$ cat config.mk
export PLATFORM = sky130hd
export DESIGN_NAME = isc_slave_ctrl
export DESIGN_NICKNAME = d
export VERILOG_FILES = /design/src/include/isc_pkg.sv /design/src/hdl/isc_pin_sync.sv /design/src/hdl/isc_axil_slave.sv /design/src/hdl/isc_slave_ctrl.sv
export VERILOG_INCLUDE_DIRS = /design/src /design/src/include
export SDC_FILE = /design/constraint.sdc
export NUM_CORES = 1
export LEC_CHECK = 0
export BUFFER_PORTS_ARGS = -buffer_cell sky130_fd_sc_hd__buf_2
export CORE_MARGIN = 3
export CORE_UTILIZATION = 40
export DETAILED_ROUTE_END_ITERATION = 8
export PLACE_DENSITY = 0.74
export SETUP_SLACK_MARGIN = 0.02
export SYNTH_ARGS = -nofsm -noshare
export SYNTH_HDL_FRONTEND = slang
export SYNTH_SLANG_ARGS = --single-unit
$ cat constraint.sdc
create_clock -name clk_sys -period 2.05 [get_ports clk_sys]
set_clock_uncertainty 0.15 [all_clocks]
set_input_delay 0.205 -clock clk_sys [delete_from_list [all_inputs] [get_ports clk_sys]]
set_output_delay 0.205 -clock clk_sys [all_outputs]
set_load 0.005 [all_outputs]
$ cat src/include/isc_params.svh
`ifndef ISC_PARAMS_SVH
`define ISC_PARAMS_SVH

// register byte addresses
`define ISC_CTRL_ADDR     32'hffff0928
`define ISC_STAT_ADDR     32'hffff092c
`define ISC_OWN_ADDR      32'hffff0930
`define ISC_ALT_ADDR      32'hffff0934
`define ISC_ISTS_ADDR     32'hffff0938
`define ISC_IMSK_ADDR     32'hffff093c
`define ISC_RXD_ADDR      32'hffff0940
`define ISC_TXD_ADDR      32'hffff0944

// reset values
`define ISC_CTRL_RST      16'h0000
`define ISC_STAT_RST      16'h0000

// slave_control fields
`define ISC_C_SEN         0
`define ISC_C_A10         1
`define ISC_C_GCEN        2
`define ISC_C_HGCEN       3
`define ISC_C_GCCLR       4
`define ISC_C_ETX         5
`define ISC_C_SSEN        6
`define ISC_C_NACK        7
`define ISC_C_MASK        16'h07ff

// slave_status fields
`define ISC_S_STA         14
`define ISC_S_REPS        13
`define ISC_S_SS          10
`define ISC_S_GCID        8
`define ISC_S_GCF         7

// interrupt status / mask bits
`define ISC_I_TX          0
`define ISC_I_RX          1
`define ISC_I_STOP        2
`define ISC_I_GC          3

// general call codes
`define ISC_GC_ADDR       8'h00
`define ISC_GC_RESET      8'h06
`define ISC_GC_PROG       8'h04
`define ISC_GCID_NONE     2'h0
`define ISC_GCID_RST      2'h1
`define ISC_GCID_PROG     2'h2
`define ISC_GCID_ALT      2'h3
`define ISC_TEN_PREFIX    5'h1e

// bus responses
`define ISC_RESP_OKAY     2'h0
`define ISC_RESP_SLVERR   2'h2

`endif

$ cat src/include/isc_pkg.sv
package isc_pkg;
	typedef enum logic [2:0] {
		ISC_IDLE,
		ISC_ADDR,
		ISC_ADDR_LO,
		ISC_RX,
		ISC_TX,
		ISC_ACK,
		ISC_MACK,
		ISC_IGNORE
	} isc_state_t;

	typedef logic [15:0] isc_reg_t;
endpackage : isc_pkg

$ cat src/hdl/isc_pin_sync.sv
`timescale 1ns/1ps
module isc_pin_sync (
	input  wire logic clk_sys,
	input  wire logic rst_n,
	input  wire logic scl_i,
	input  wire logic sda_i,
	output logic      scl_s,
	output logic      sda_s,
	output logic      scl_rise,
	output logic      scl_fall,
	output logic      start_det,
	output logic      stop_det
);
	logic [1:0] scl_m_q;
	logic [1:0] sda_m_q;
	logic       scl_p_q;
	logic       sda_p_q;

	// two stages, idle bus level is high
	always_ff @(posedge clk_sys or negedge rst_n) begin
		if (!rst_n) begin
			scl_m_q <= 2'h3;
			sda_m_q <= 2'h3;
			scl_p_q <= 1'b1;
			sda_p_q <= 1'b1;
		end else begin
			scl_m_q <= {scl_m_q[0], scl_i};
			sda_m_q <= {sda_m_q[0], sda_i};
			scl_p_q <= scl_m_q[1];
			sda_p_q <= sda_m_q[1];
		end
	end

	// edges seen only past the second stage
	assign scl_s     = scl_m_q[1];
	assign sda_s     = sda_m_q[1];
	assign scl_rise  = scl_m_q[1] & ~scl_p_q;
	assign scl_fall  = ~scl_m_q[1] & scl_p_q;
	assign start_det = scl_m_q[1] & scl_p_q & sda_p_q & ~sda_m_q[1];
	assign stop_det  = scl_m_q[1] & scl_p_q & ~sda_p_q & sda_m_q[1];
endmodule : isc_pin_sync

$ cat src/hdl/isc_axil_slave.sv
`timescale 1ns/1ps
`include "isc_params.svh"
module isc_axil_slave (
	input  wire logic        clk_sys,
	input  wire logic        rst_n,
	input  wire logic [31:0] s_axi_awaddr,
	input  wire logic        s_axi_awvalid,
	output logic             s_axi_awready,
	input  wire logic [31:0] s_axi_wdata,
	input  wire logic [3:0]  s_axi_wstrb,
	input  wire logic        s_axi_wvalid,
	output logic             s_axi_wready,
	output logic [1:0]       s_axi_bresp,
	output logic             s_axi_bvalid,
	input  wire logic        s_axi_bready,
	input  wire logic [31:0] s_axi_araddr,
	input  wire logic        s_axi_arvalid,
	output logic             s_axi_arready,
	output logic [31:0]      s_axi_rdata,
	output logic [1:0]       s_axi_rresp,
	output logic             s_axi_rvalid,
	input  wire logic        s_axi_rready,
	output logic             wr_en,
	output logic [31:0]      wr_addr,
	output logic [31:0]      wr_data,
	output logic [3:0]       wr_strb,
	input  wire logic        wr_ok,
	output logic             rd_en,
	input  wire logic [31:0] rd_data,
	input  wire logic        rd_ok
);
	// address and data latch independently, either order
	always_ff @(posedge clk_sys or negedge rst_n) begin
		if (!rst_n) begin
			s_axi_awready <= 1'b1;
			s_axi_wready  <= 1'b1;
			wr_addr       <= 32'h0;
			wr_data       <= 32'h0;
			wr_strb       <= 4'h0;
		end else begin
			if (s_axi_awvalid && s_axi_awready) begin
				s_axi_awready <= 1'b0;
				wr_addr       <= s_axi_awaddr;
			end
			if (s_axi_wvalid && s_axi_wready) begin
				s_axi_wready <= 1'b0;
				wr_data      <= s_axi_wdata;
				wr_strb      <= s_axi_wstrb;
			end
			if (s_axi_bvalid && s_axi_bready) begin
				s_axi_awready <= 1'b1;
				s_axi_wready  <= 1'b1;
			end
		end
	end

	// one-cycle write strobe once both halves are in
	assign wr_en = ~s_axi_awready & ~s_axi_wready & ~s_axi_bvalid;

	always_ff @(posedge clk_sys or negedge rst_n) begin
		if (!rst_n) begin
			s_axi_bvalid <= 1'b0;
			s_axi_bresp  <= `ISC_RESP_OKAY;
		end else if (wr_en) begin
			s_axi_bvalid <= 1'b1;
			s_axi_bresp  <= wr_ok ? `ISC_RESP_OKAY : `ISC_RESP_SLVERR;
		end else if (s_axi_bready) begin
			s_axi_bvalid <= 1'b0;
		end
	end

	// read answers the cycle after the address is taken
	assign rd_en = s_axi_arvalid & s_axi_arready;

	always_ff @(posedge clk_sys or negedge rst_n) begin
		if (!rst_n) begin
			s_axi_arready <= 1'b1;
			s_axi_rvalid  <= 1'b0;
			s_axi_rdata   <= 32'h0;
			s_axi_rresp   <= `ISC_RESP_OKAY;
		end else if (rd_en) begin
			s_axi_arready <= 1'b0;
			s_axi_rvalid  <= 1'b1;
			s_axi_rdata   <= rd_data;
			s_axi_rresp   <= rd_ok ? `ISC_RESP_OKAY : `ISC_RESP_SLVERR;
		end else if (s_axi_rvalid && s_axi_rready) begin
			s_axi_arready <= 1'b1;
			s_axi_rvalid  <= 1'b0;
		end
	end
endmodule : isc_axil_slave

$ cat src/hdl/isc_slave_ctrl.sv
// Notes on behaviour
// clearing the stretch bit releases SCL at once.
// early bit set: transmit request right after SCL rise of the R/W bit.
// early bit clear: transmit request right after SCL fall of the R/W bit.
// writing one to the clear bit wipes general call flag and identifier.
// software keeps the general call clear bit at zero otherwise.
// with both call enables set, compare byte after address 0x00 with alternate ID.
// equal byte flags a hardware general call.
// software writes alternate ID bit 0 as one.
// call enable set: acknowledge write to 0x00, then accept the next byte.
// data byte 0x06 after general call resets the slave interface.
// data byte 0x04 after general call sets the general call flag.
// software reprograms own address after a program-address call.
// wide address mode one selects 10-bit address matching.
// wide address mode zero selects 7-bit address matching.
// slave works only while slave enable is set.
// slave status is 16 bits at 0xffff092c, reset 0x0000.
// stretch enabled holds SCL low, now if low, else from next fall.
// identifier 00 none, 01 reset, 10 program, 11 alternate match.
// disabled slave never acknowledges, stretches or sets interrupt status; irq is not gated by enable and holds for pending status.
`timescale 1ns/1ps
`include "isc_params.svh"
module isc_slave_ctrl (
	input  wire logic        clk_sys,
	input  wire logic        rst_n,
	input  wire logic [31:0] s_axi_awaddr,
	input  wire logic        s_axi_awvalid,
	output logic             s_axi_awready,
	input  wire logic [31:0] s_axi_wdata,
	input  wire logic [3:0]  s_axi_wstrb,
	input  wire logic        s_axi_wvalid,
	output logic             s_axi_wready,
	output logic [1:0]       s_axi_bresp,
	output logic             s_axi_bvalid,
	input  wire logic        s_axi_bready,
	input  wire logic [31:0] s_axi_araddr,
	input  wire logic        s_axi_arvalid,
	output logic             s_axi_arready,
	output logic [31:0]      s_axi_rdata,
	output logic [1:0]       s_axi_rresp,
	output logic             s_axi_rvalid,
	input  wire logic        s_axi_rready,
	input  wire logic        scl_i,
	output logic             scl_o,
	output logic             scl_oe,
	input  wire logic        sda_i,
	output logic             sda_o,
	output logic             sda_oe,
	output logic             irq
);
	import isc_pkg::*;

	logic        wr_en, wr_ok, rd_en, rd_ok;
	logic [31:0] wr_addr, wr_data, rd_data;
	logic [3:0]  wr_strb;
	logic        scl_s, sda_s, scl_rise, scl_fall, start_det, stop_det;

	isc_reg_t    slave_control_q;
	logic [9:0]  own_addr_q;
	logic [7:0]  alternate_id_q, rx_data_q, tx_data_q;
	logic [3:0]  irq_sts_q, irq_mask_q;
	isc_state_t  st_q, nxt_q;
	logic [3:0]  bitcnt_q;
	logic [7:0]  shift_q, tx_sh_q;
	logic        rw_q, gc_phase_q, ten_hit_q, mack_q;
	logic        sta_q, reps_q, stop_q, gc_flag_q;
	logic [1:0]  gencall_identifier_q, gc_code_q;
	logic        ev_tx_q, ev_rx_q, ev_stop_q, ev_gc_q;
	logic        hold_q, sda_drv_q;

	wire slave_enable        = slave_control_q[`ISC_C_SEN];
	wire wide_address_mode   = slave_control_q[`ISC_C_A10];
	wire gencall_enable      = slave_control_q[`ISC_C_GCEN];
	wire hw_gencall_enable   = slave_control_q[`ISC_C_HGCEN];
	wire early_tx_irq_select = slave_control_q[`ISC_C_ETX];
	wire clock_stretch_enable = slave_control_q[`ISC_C_SSEN];
	wire nack_next           = slave_control_q[`ISC_C_NACK];

	// byte-lane merge of a 16-bit register
	function automatic isc_reg_t merge16(isc_reg_t old, logic [31:0] d, logic [3:0] s);
		merge16 = {s[1] ? d[15:8] : old[15:8], s[0] ? d[7:0] : old[7:0]};
	endfunction : merge16

	// 7-bit or 10-bit first byte hit, read or write
	function automatic logic addr_hit(logic [7:0] b, logic wide, logic [9:0] own);
		if (wide)
			addr_hit = (b[7:3] == `ISC_TEN_PREFIX) && (b[2:1] == own[9:8]);
		else
			addr_hit = (b[7:1] == own[6:0]);
	endfunction : addr_hit

	// a first byte that turns the slave into transmitter
	function automatic logic read_hit(logic [7:0] b, logic wide, logic [9:0] own, logic th);
		read_hit = b[0] && addr_hit(b, wide, own) && (!wide || th);
	endfunction : read_hit

	isc_axil_slave u_bus (
		.clk_sys       (clk_sys),
		.rst_n         (rst_n),
		.s_axi_awaddr  (s_axi_awaddr),
		.s_axi_awvalid (s_axi_awvalid),
		.s_axi_awready (s_axi_awready),
		.s_axi_wdata   (s_axi_wdata),
		.s_axi_wstrb   (s_axi_wstrb),
		.s_axi_wvalid  (s_axi_wvalid),
		.s_axi_wready  (s_axi_wready),
		.s_axi_bresp   (s_axi_bresp),
		.s_axi_bvalid  (s_axi_bvalid),
		.s_axi_bready  (s_axi_bready),
		.s_axi_araddr  (s_axi_araddr),
		.s_axi_arvalid (s_axi_arvalid),
		.s_axi_arready (s_axi_arready),
		.s_axi_rdata   (s_axi_rdata),
		.s_axi_rresp   (s_axi_rresp),
		.s_axi_rvalid  (s_axi_rvalid),
		.s_axi_rready  (s_axi_rready),
		.wr_en         (wr_en),
		.wr_addr       (wr_addr),
		.wr_data       (wr_data),
		.wr_strb       (wr_strb),
		.wr_ok         (wr_ok),
		.rd_en         (rd_en),
		.rd_data       (rd_data),
		.rd_ok         (rd_ok)
	);

	isc_pin_sync u_sync (
		.clk_sys   (clk_sys),
		.rst_n     (rst_n),
		.scl_i     (scl_i),
		.sda_i     (sda_i),
		.scl_s     (scl_s),
		.sda_s     (sda_s),
		.scl_rise  (scl_rise),
		.scl_fall  (scl_fall),
		.start_det (start_det),
		.stop_det  (stop_det)
	);

	wire wr_ctrl = wr_en && (wr_addr == `ISC_CTRL_ADDR);
	wire wr_ists = wr_en && (wr_addr == `ISC_ISTS_ADDR);
	wire rd_stat = rd_en && (s_axi_araddr == `ISC_STAT_ADDR);
	wire gc_clr  = wr_ctrl && wr_strb[0] && wr_data[`ISC_C_GCCLR];

	// software-written configuration; status write is accepted and dropped
	always_ff @(posedge clk_sys or negedge rst_n) begin
		if (!rst_n) begin
			slave_control_q <= `ISC_CTRL_RST;
			own_addr_q      <= 10'h0;
			alternate_id_q  <= 8'h0;
			irq_mask_q      <= 4'h0;
			tx_data_q       <= 8'h0;
		end else if (wr_en) begin
			case (wr_addr)
				`ISC_CTRL_ADDR:
					slave_control_q <= merge16(slave_control_q, wr_data, wr_strb)
						& `ISC_C_MASK;
				`ISC_OWN_ADDR:
					own_addr_q <= 10'(merge16({6'h0, own_addr_q}, wr_data, wr_strb));
				`ISC_ALT_ADDR: if (wr_strb[0]) alternate_id_q <= wr_data[7:0];
				`ISC_IMSK_ADDR: if (wr_strb[0]) irq_mask_q <= wr_data[3:0];
				`ISC_TXD_ADDR: if (wr_strb[0]) tx_data_q <= wr_data[7:0];
				default: ;
			endcase
		end
	end

	// decode and read mux; unmapped answers with an error
	always_comb begin
		rd_data = 32'h0;
		rd_ok   = 1'b1;
		case (s_axi_araddr)
			`ISC_CTRL_ADDR: rd_data = {16'h0, slave_control_q};
			`ISC_STAT_ADDR: begin
				rd_data[`ISC_S_STA]                 = sta_q;
				rd_data[`ISC_S_REPS]                = reps_q;
				rd_data[`ISC_S_SS]                  = stop_q;
				rd_data[`ISC_S_GCID+1:`ISC_S_GCID]  = gencall_identifier_q;
				rd_data[`ISC_S_GCF]                 = gc_flag_q;
			end
			`ISC_OWN_ADDR:  rd_data = {22'h0, own_addr_q};
			`ISC_ALT_ADDR:  rd_data = {24'h0, alternate_id_q};
			`ISC_ISTS_ADDR: rd_data = {28'h0, irq_sts_q};
			`ISC_IMSK_ADDR: rd_data = {28'h0, irq_mask_q};
			`ISC_RXD_ADDR:  rd_data = {24'h0, rx_data_q};
			`ISC_TXD_ADDR:  rd_data = {24'h0, tx_data_q};
			default:        rd_ok = 1'b0;
		endcase
	end

	always_comb begin
		case (wr_addr)
			`ISC_CTRL_ADDR, `ISC_STAT_ADDR, `ISC_OWN_ADDR, `ISC_ALT_ADDR,
			`ISC_ISTS_ADDR, `ISC_IMSK_ADDR, `ISC_RXD_ADDR, `ISC_TXD_ADDR: wr_ok = 1'b1;
			default: wr_ok = 1'b0;
		endcase
	end

	// byte engine; disabling drops it to idle at once
	always_ff @(posedge clk_sys or negedge rst_n) begin
		if (!rst_n) begin
			st_q <= ISC_IDLE;
			nxt_q <= ISC_IDLE;
			bitcnt_q <= 4'h0;
			shift_q <= 8'h0;
			tx_sh_q <= 8'hff;
			rw_q <= 1'b0;
			gc_phase_q <= 1'b0;
			ten_hit_q <= 1'b0;
			mack_q <= 1'b0;
			sta_q <= 1'b0;
			reps_q <= 1'b0;
			sda_drv_q <= 1'b0;
			rx_data_q <= 8'h0;
			gc_code_q <= `ISC_GCID_NONE;
			{ev_tx_q, ev_rx_q, ev_stop_q, ev_gc_q} <= 4'h0;
		end else begin
			{ev_tx_q, ev_rx_q, ev_stop_q, ev_gc_q} <= 4'h0;
			if (!slave_enable) begin
				st_q <= ISC_IDLE;
				sda_drv_q <= 1'b0;
				sta_q <= 1'b0;
				reps_q <= 1'b0;
				ten_hit_q <= 1'b0;
				gc_phase_q <= 1'b0;
			end else if (stop_det) begin
				st_q <= ISC_IDLE;
				sda_drv_q <= 1'b0;
				ev_stop_q <= sta_q;
				sta_q <= 1'b0;
				reps_q <= 1'b0;
				ten_hit_q <= 1'b0;
				gc_phase_q <= 1'b0;
			end else if (start_det) begin
				st_q <= ISC_ADDR;
				bitcnt_q <= 4'h0;
				sda_drv_q <= 1'b0;
				reps_q <= reps_q | sta_q;
				gc_phase_q <= 1'b0;
			end else if (scl_rise) begin
				bitcnt_q <= bitcnt_q + 4'h1;
				shift_q <= {shift_q[6:0], sda_s};
				if (st_q == ISC_MACK)
					mack_q <= ~sda_s;
				// early request while the read bit is still high
				if (st_q == ISC_ADDR && bitcnt_q == 4'h7 && early_tx_irq_select &&
				    read_hit({shift_q[6:0], sda_s}, wide_address_mode, own_addr_q, ten_hit_q))
					ev_tx_q <= 1'b1;
			end else if (scl_fall) begin
				case (st_q)
					ISC_ADDR: if (bitcnt_q == 4'h8) begin
						if (addr_hit(shift_q, wide_address_mode, own_addr_q) &&
						    (!shift_q[0] || !wide_address_mode || ten_hit_q)) begin
							sda_drv_q <= 1'b1;
							st_q <= ISC_ACK;
							sta_q <= 1'b1;
							rw_q <= shift_q[0];
							if (shift_q[0]) begin
								nxt_q <= ISC_TX;
								ev_tx_q <= ~early_tx_irq_select;
							end else
								nxt_q <= wide_address_mode ? ISC_ADDR_LO : ISC_RX;
						end else if (gencall_enable && shift_q == `ISC_GC_ADDR) begin
							sda_drv_q <= 1'b1;
							st_q <= ISC_ACK;
							sta_q <= 1'b1;
							gc_phase_q <= 1'b1;
							nxt_q <= ISC_RX;
						end else
							st_q <= ISC_IGNORE;
					end
					ISC_ADDR_LO: if (bitcnt_q == 4'h8) begin
						if (shift_q == own_addr_q[7:0]) begin
							sda_drv_q <= 1'b1;
							st_q <= ISC_ACK;
							ten_hit_q <= 1'b1;
							nxt_q <= ISC_RX;
						end else
							st_q <= ISC_IGNORE;
					end
					ISC_RX: if (bitcnt_q == 4'h8) begin
						rx_data_q <= shift_q;
						ev_rx_q <= 1'b1;
						sda_drv_q <= ~nack_next;
						st_q <= nack_next ? ISC_IGNORE : ISC_ACK;
						nxt_q <= ISC_RX;
						if (gc_phase_q) begin
							gc_phase_q <= 1'b0;
							if (hw_gencall_enable && shift_q == alternate_id_q) begin
								ev_gc_q <= 1'b1;
								gc_code_q <= `ISC_GCID_ALT;
							end else if (shift_q == `ISC_GC_RESET) begin
								ev_gc_q <= 1'b1;
								gc_code_q <= `ISC_GCID_RST;
								nxt_q <= ISC_IGNORE;
								sta_q <= 1'b0;
								reps_q <= 1'b0;
								ten_hit_q <= 1'b0;
							end else if (shift_q == `ISC_GC_PROG) begin
								ev_gc_q <= 1'b1;
								gc_code_q <= `ISC_GCID_PROG;
							end
						end
					end
					ISC_ACK: begin
						bitcnt_q <= 4'h0;
						st_q <= nxt_q;
						sda_drv_q <= (nxt_q == ISC_TX) && !tx_data_q[7];
						tx_sh_q <= {tx_data_q[6:0], 1'b1};
					end
					ISC_TX: if (bitcnt_q == 4'h8) begin
						sda_drv_q <= 1'b0;
						st_q <= ISC_MACK;
					end else begin
						sda_drv_q <= !tx_sh_q[7];
						tx_sh_q <= {tx_sh_q[6:0], 1'b1};
					end
					ISC_MACK: begin
						// master ack asks for the next byte
						bitcnt_q <= 4'h0;
						st_q <= mack_q ? ISC_TX : ISC_IGNORE;
						ev_tx_q <= mack_q;
						sda_drv_q <= mack_q && !tx_data_q[7];
						tx_sh_q <= {tx_data_q[6:0], 1'b1};
					end
					default: sda_drv_q <= 1'b0;
				endcase
			end
		end
	end

	// stretch: grab while low, else on the next fall; drop on clear
	always_ff @(posedge clk_sys or negedge rst_n) begin
		if (!rst_n)
			hold_q <= 1'b0;
		else if (!clock_stretch_enable || !slave_enable)
			hold_q <= 1'b0;
		else if (!scl_s || scl_fall)
			hold_q <= 1'b1;
	end

	// stop flag clears on status read; a new stop wins
	always_ff @(posedge clk_sys or negedge rst_n) begin
		if (!rst_n)
			stop_q <= 1'b0;
		else if (ev_stop_q)
			stop_q <= 1'b1;
		else if (rd_stat)
			stop_q <= 1'b0;
	end

	// general call flag and identifier; a fresh call beats the clear
	always_ff @(posedge clk_sys or negedge rst_n) begin
		if (!rst_n) begin
			gc_flag_q <= 1'b0;
			gencall_identifier_q <= `ISC_GCID_NONE;
		end else if (ev_gc_q) begin
			gc_flag_q <= 1'b1;
			gencall_identifier_q <= gc_code_q;
		end else if (gc_clr) begin
			gc_flag_q <= 1'b0;
			gencall_identifier_q <= `ISC_GCID_NONE;
		end
	end

	// sticky events, write one to clear, set wins
	always_ff @(posedge clk_sys or negedge rst_n) begin
		if (!rst_n)
			irq_sts_q <= 4'h0;
		else
			irq_sts_q <= (irq_sts_q & ~(wr_ists && wr_strb[0] ? wr_data[3:0] : 4'h0))
				| {ev_gc_q, ev_stop_q, ev_rx_q, ev_tx_q};
	end

	// pins and interrupt straight from flops; open-drain level stays low
	always_ff @(posedge clk_sys or negedge rst_n) begin
		if (!rst_n) begin
			scl_o  <= 1'b0;
			sda_o  <= 1'b0;
			scl_oe <= 1'b0;
			sda_oe <= 1'b0;
			irq    <= 1'b0;
		end else begin
			scl_o  <= 1'b0;
			sda_o  <= 1'b0;
			scl_oe <= hold_q;
			sda_oe <= sda_drv_q && slave_enable;
			irq    <= |(irq_sts_q & irq_mask_q);
		end
	end
endmodule : isc_slave_ctrl

==> results_dict.tcl, run 1 <==
set metrics [dict create \
    dieWidth_um 150 \
    drive_above_1_share_pct 51.1 \
    wl_per_cell_um 18.1 \
    max_stage_delay_ns 0.47 \
    cts_htree_levels 4 \
    vias_per_cell 5.30 \
    hold_viol 0 \
    cts_root_buf "clkbuf_16" \
    antenna_cells 0 \
    nNetsFinal 1111 \
    setup.worst_path.start_class "register" \
    fin_crit_sh_pct 112 \
    grt_pass1_vias 6942 \
    coreArea_um2 20400 \
    die_y_um 150 \
    syn-instance-count 701 \
    routed_wl_um 23200 \
    violations "setup timing" \
    holdWs_ns 0.0609 \
    routabilityCongestion 0.893 \
    vias 6775 \
    cts_tree "done" \
    worst_slack_ns -0.237 \
    synth_top_area_cell "dfrtp_1" \
    cap_violations 0 \
    dieArea_um2 22600 \
    antenna_left 0 \
    cp.arrival_ns 2.46 \
    syn_to_final_growth_pct 41.9 \
    placed_cells 1172 \
    avgSynthCellArea_um2 11.9 \
    portBuffers 108 \
    synth-seq-cells 169 \
    required_ns 2.22 \
    ys_async_sr_fraction_pct 100 \
    antenna_found_initial 0 \
    run_status "finished with violations" \
    finalNonFillerCells 1279 \
    path_cells "xnor2_1, nand4_1, o41ai_4, buf_4, o2111ai_4, nor3_2, nor3b_2" \
    initial_core_util_pct 40.9 \
    worst_skew_pair.late_latency_ns 0.45 \
    cp_slowest_cell "dfrtp_2" \
    placed_cell_area_um2 9980 \
    ir_worst_vdd_mv 0.587 \
    dr.pass1.iters 6 \
    fin_area_um2 11800 \
    clk_pin_slew_worst_paths_ns 0.07 \
    drt_iter0_markers 539 \
    cts.sinks 169 \
    yosysTopAreaCellShare_pct 46.0 \
    totalNegativeSetupSlack_ns -5.10 \
    cts_max_path_buffers 2 \
    synth_most_common_cell "dfrtp_1" \
    synth_edf_count 0 \
    ys.flop_type "dfrtp_1" \
    min_period_ns 2.29 \
    drc 0 \
    p_leak_nw 5.54 \
    dp.final_hpwl_um 15700 \
    ios 155 \
    grt_setup_unrepaired "true" \
    ys.warnings.count 0 \
    max_freq_ghz 0.437 \
    grt_pass1_wl_um 35900 \
    rows 52 \
    yosys-top-cells-count "dfrtp_1, mux2_2, nand2_1" \
    worstPathMaxFanout 5 \
    path_class "register to register" \
    p_per_area_nw_per_um2 761 \
    min_path_type "input pin to register" \
    ys_types 75 \
    grt.overflow.total 0 \
    fillers 1588 \
    synth_area_um2 8330 \
    drv_slew 0 \
    setup_viol 46 \
    numCtsBuffers 17 \
    grt_start_max_net_pins 56 \
    endpoint_kind "register" \
    synthTopCellsByArea "dfrtp_1, mux2_2, dfstp_2, nand2_1, buf_4" \
    yosysSeqAreaShare_pct 51.0 \
    track_usage_pct 20.3 \
    preCtsSetupSlack_ns -0.252 \
]
==> state kept, by name, indices dropped and copies added (netlist names), 7 cells and up <==
signal / count
u_bus.wr_addr: 32
u_bus.s_axi_rdata: 13
slave_control_q: 11
u_bus.wr_data: 11
own_addr_q: 10
alternate_id_q: 8
rx_data_q: 8
shift_q: 8
tx_data_q: 8
tx_sh_q: 7
==> stage by stage <==
stage          total power (W)  utilization (%)
2_1_floorplan          0.00505                -
3_3_place_gp           0.00565             49.0
3_5_place_dp           0.00571             49.0
4_1_cts                0.00898             55.8
5_1_grt                0.00941             58.0
6_report               0.00899             58.0
==> layout make-up <==
| type | count | area [um^2] | share of cell area, % |
|---|---|---|---|
| clock buffer | 18 | 429 | 3.63 |
| sequential | 169 | 4260 | 36.0 |
| timing repair buffer | 303 | 2280 | 19.3 |
| tap | 270 | 338 | 2.86 |
| inverter | 18 | 67.6 | 0.572 |
| clock inverter | 14 | 156 | 1.32 |
| multi-input combinational | 487 | 4300 | 36.4 |
==> critical path, delay by kind of cell (launching register included) <==
kind	cells	cell delay, ns
buf+inv	1	0.20
compound gates	2	0.51
xor+xnor	1	0.26
flops	1	0.47
simple gates	3	0.58
==> cells in the final DEF, fill, tap and decap left out, types with 11 or more instances in the layout <==
master,instances
conb_1,23
nor3_1,11
nand4_1,15
dfstp_2,16
buf_4,121
mux2i_1,12
buf_6,13
nand3_1,14
dlygate4sd3_1,56
inv_1,11
buf_2,107
mux2_2,87
nand2_1,45
mux2_4,26
clkbuf_16,18
a21oi_1,14
o21ai_0,19
dfrtp_1,147
nor2_1,24
xor2_1,13
==> where the power goes <==
group	internal, W	switching [W]	total (W)
combinational	0.000909	0.000601	0.00151
sequential	0.00385	0.000465	0.00432
clock	0.00163	0.00153	0.00316
==> cell families (layout without fill, tap and decap cells) <==
family / count (synthesis) / in the layout / synth area share (%)
simple gates: 197 / 197 / 13.7
flops: 169 / 169 / 51.0
mux: 129 / 129 / 17.8
compound gates: 104 / 104 / 8.67
buf+inv: 67 / 353 / 4.94
xor+xnor: 28 / 28 / 2.94
fa+ha+maj: 6 / 6 / 0.901
other cells: 1 / 23 / 0.0450
==> path summary, 6_finish.rpt <==
| kind | from | depth (start not counted) | slack [ns] | end |
|---|---|---|---|---|
| setup / recovery | shift_q[1]$_DFFE_PN0P_ | 7 | -0.24 | sta_q$_DFFE_PN0P_ |
| hold / removal | s_axi_araddr[15] | 4 | 0.06 | u_bus.s_axi_rdata[7]$_DFFE_PN0P_ |
| setup reg to reg | shift_q[1]$_DFFE_PN0P_ | 7 | -0.24 | sta_q$_DFFE_PN0P_ |
| hold reg to reg | u_sync.sda_m_q[0]$_DFF_PN1_ | 0 | 0.21 | u_sync.sda_m_q[1]$_DFF_PN1_ |
| max in group asynchronous | rst_n | 3 | 1.00 | u_bus.s_axi_arready$_DFFE_PN1P_ |
| min in group asynchronous | rst_n | 2 | 0.09 | scl_oe$_DFF_PN0_ |
==> per-layer routing <==
metal  vias up  global-route usage [%]  part of all wire (%)
met2       268                    33.2                    49
met4         0                    6.22                   1.7
li1       3120                       -                     -
met5         -                       0                     0
met3        37                    3.94                   6.4
met1      3350                    27.3                    43
==> what timing repair did <==
action	4_1_cts	5_1_grt
resized for setup	45	77
endpoints found under the hold margin	212	0
hold buffers	56	0
pin swaps	18	27
cloned	0	1
setup buffers	9	14
endpoints found under the setup margin	62	86
Note: power is estimated with default switching activity, not from simulation.
==> inputs of run 2 (changes only) <==
ABC_AREA = 1   (was not set)
==> results_dict.tcl, run 2 <==
set metrics [dict create \
    synth_most_common_cell "nand2_1" \
    grt.overflow.total 0 \
    fin_crit_sh_pct 94.2 \
    setup_viol 0 \
    worst_skew_pair.late_latency_ns 0.44 \
    ys_async_sr_fraction_pct 100 \
    syn-instance-count 1072 \
    syn_to_final_growth_pct 25.9 \
    registers.top_by_ff_count "u_bus.wr_addr" \
    drt_iter0_markers 501 \
    rows 53 \
    p_per_area_nw_per_um2 810 \
    cts_root_buf "clkbuf_16" \
    yosys-top-cells-count "nand2_1, dfrtp_1, inv_1" \
    fillers 2011 \
    final_common_cell "nand2_1" \
    dieWidth_um 154 \
    drv_slew 0 \
    nNetsFinal 1385 \
    top_regs "u_bus.wr_addr (32), u_bus.s_axi_rdata (13)" \
    grt_pass1_wl_um 38200 \
    seqCellArea_um2 4250 \
    utilization_pct 51.7 \
    antenna_found_initial 0 \
    path_class "register to register" \
    preCtsSetupSlack_ns 0.0542 \
    synth_edf_count 0 \
    drive_above_1_share_pct 23.1 \
    routabilityCongestion 0.907 \
    initial_core_util_pct 41.1 \
    die_y_um 154 \
    max_freq_ghz 0.518 \
    dr.pass1.iters 5 \
    run_status "completed" \
    antenna_cells 0 \
    yosysTopAreaCellShare_pct 43.9 \
    endpoint_kind "register" \
    ios 155 \
    grt_pass1_vias 7484 \
    p_leak_nw 5.43 \
    portBuffers 108 \
    cts_htree_levels 4 \
    synthTopCellsByArea "dfrtp_1, nand2_1, dfstp_2, nand3_1, inv_1" \
    largest_reg_flops 32 \
    routed_wl_um 23200 \
    cts.sinks 169 \
    synth-seq-cells 169 \
    worst_slack_ns 0.118 \
    ys.warnings.count 0 \
    cts_max_path_buffers 2 \
    wl_per_cell_um 14.9 \
    dieArea_um2 23600 \
    antenna_left 0 \
    dp.final_hpwl_um 16600 \
    hold_viol 0 \
    clk_pin_slew_worst_paths_ns 0.07 \
    multiInputGateArea_um2 3880 \
    cp.arrival_ns 2.11 \
    cts_tree "done" \
    cap_violations 0 \
    ys_types 43 \
    most-common-layout-cells "nand2_1, dfrtp_1, inv_1" \
    placed_cell_area_um2 9720 \
    worstPathMaxFanout 7 \
    grt_start_max_net_pins 47 \
    required_ns 2.23 \
    ir_worst_vdd_mv 0.706 \
    grt_setup_unrepaired "true" \
    setup.worst_path.start_class "register" \
    drc 0 \
    vias 7784 \
    yosysSeqAreaShare_pct 48.7 \
    min_period_ns 1.93 \
    vias_per_cell 5.00 \
    numCtsBuffers 17 \
    coreArea_um2 21200 \
    fin_area_um2 11000 \
    track_usage_pct 20.0 \
    holdWs_ns 0.0956 \
    min_path_type "input pin to register" \
    ys.flop_type "dfrtp_1" \
    avgSynthCellArea_um2 8.13 \
    synth_top_area_cell "dfrtp_1" \
    synth_area_um2 8720 \
]
## run 2: cell count changes in the layout (fill, tap and decap cells not counted), sizes merged, moves of 69 or more
cell / previous run / this run
nand2: 50 / 296
inv: 25 / 123
buf: 246 / 153
mux2: 113 / 26
nor2: 35 / 117
o21ai: 30 / 101
nand3: 18 / 87
## run 2: metal layers
layer  track usage (%)  wire length, um  vias to the layer above
met5                 0                0                        -
met4              6.52              563                        0
met3              4.45             1540                       43
met2              32.6            10800                      273
met1              26.6            10300                     3623
li1                  -                -                     3845
## run 2: kinds of logic (layout without fill, tap and decap cells)
family	count (synthesis)	after routing	share of synthesized area, %
buf+inv	164	353	8.61
xor+xnor	13	13	1.31
other cells	1	23	0.0430
compound gates	152	152	9.88
flops	169	169	48.7
simple gates	541	541	27.2
mux	26	26	3.36
fa+ha+maj	6	6	0.861
## run 2: critical path, cell delays in order, from the launching register on
cell and delay (ns):
dfstp_2 0.58, ha_4 0.16, nand3_2 0.11, nand2_4 0.14
inv_2 0.06, nand2_1 0.05, nor2_1 0.04, nor2_1 0.09
nand3_1 0.13, nor2_1 0.15, nand2_1 0.07, nand2_1 0.06
nand2_1 0.04
## run 2: path summary, 6_finish.rpt
path | start | slack (ns) | cells after the start | to
worst min-delay path | s_axi_arvalid | 0.1 | 5 | u_bus.s_axi_arready$_DFFE_PN1P_
worst max-delay path | u_sync.scl_m_q[1]$_DFF_PN1_ | 0.12 | 12 | sta_q$_DFFE_PN0P_
min in group asynchronous | rst_n | 0.12 | 2 | nxt_q[1]$_DFFE_PN0P_
max in group asynchronous | rst_n | 0.96 | 3 | u_bus.s_axi_wready$_DFFE_PN1P_
worst min register to register | u_sync.scl_m_q[0]$_DFF_PN1_ | 0.21 | 0 | u_sync.scl_m_q[1]$_DFF_PN1_
worst max register to register | u_sync.scl_m_q[1]$_DFF_PN1_ | 0.12 | 12 | sta_q$_DFFE_PN0P_
## run 2: timing repair
action / CTS / global route
endpoints found under the setup margin: 0 / 46
gates resized for setup: 0 / 22
hold buffers: 54 / 0
endpoints found under the hold margin: 201 / 0
setup buffers: 0 / 7
## run 2: area by class of cell
class,instances,area share (%)
clock buffer,17,3.88
clock inverter,15,1.38
inverter,114,3.90
multi-input combinational,761,35.4
sequential,169,38.8
tap,275,3.14
timing repair buffer,207,13.6
## run 2: metrics by stage
step	TNS [ns]	power, W	std cells
after CTS	0	0.00887	1551
after global placement	0	0.00557	1465
after floorplan	0	0.00514	1094
after detailed placement	0	0.00566	1465
after global routing	-0.0217	0.00936	1558
final	0	0.00889	1558
## run 2: report_power, final
group	total, W	internal [W]	switching [W]
combinational	0.00159	0.000653	0.000935
sequential	0.00420	0.00386	0.000330
clock	0.00311	0.00162	0.00149
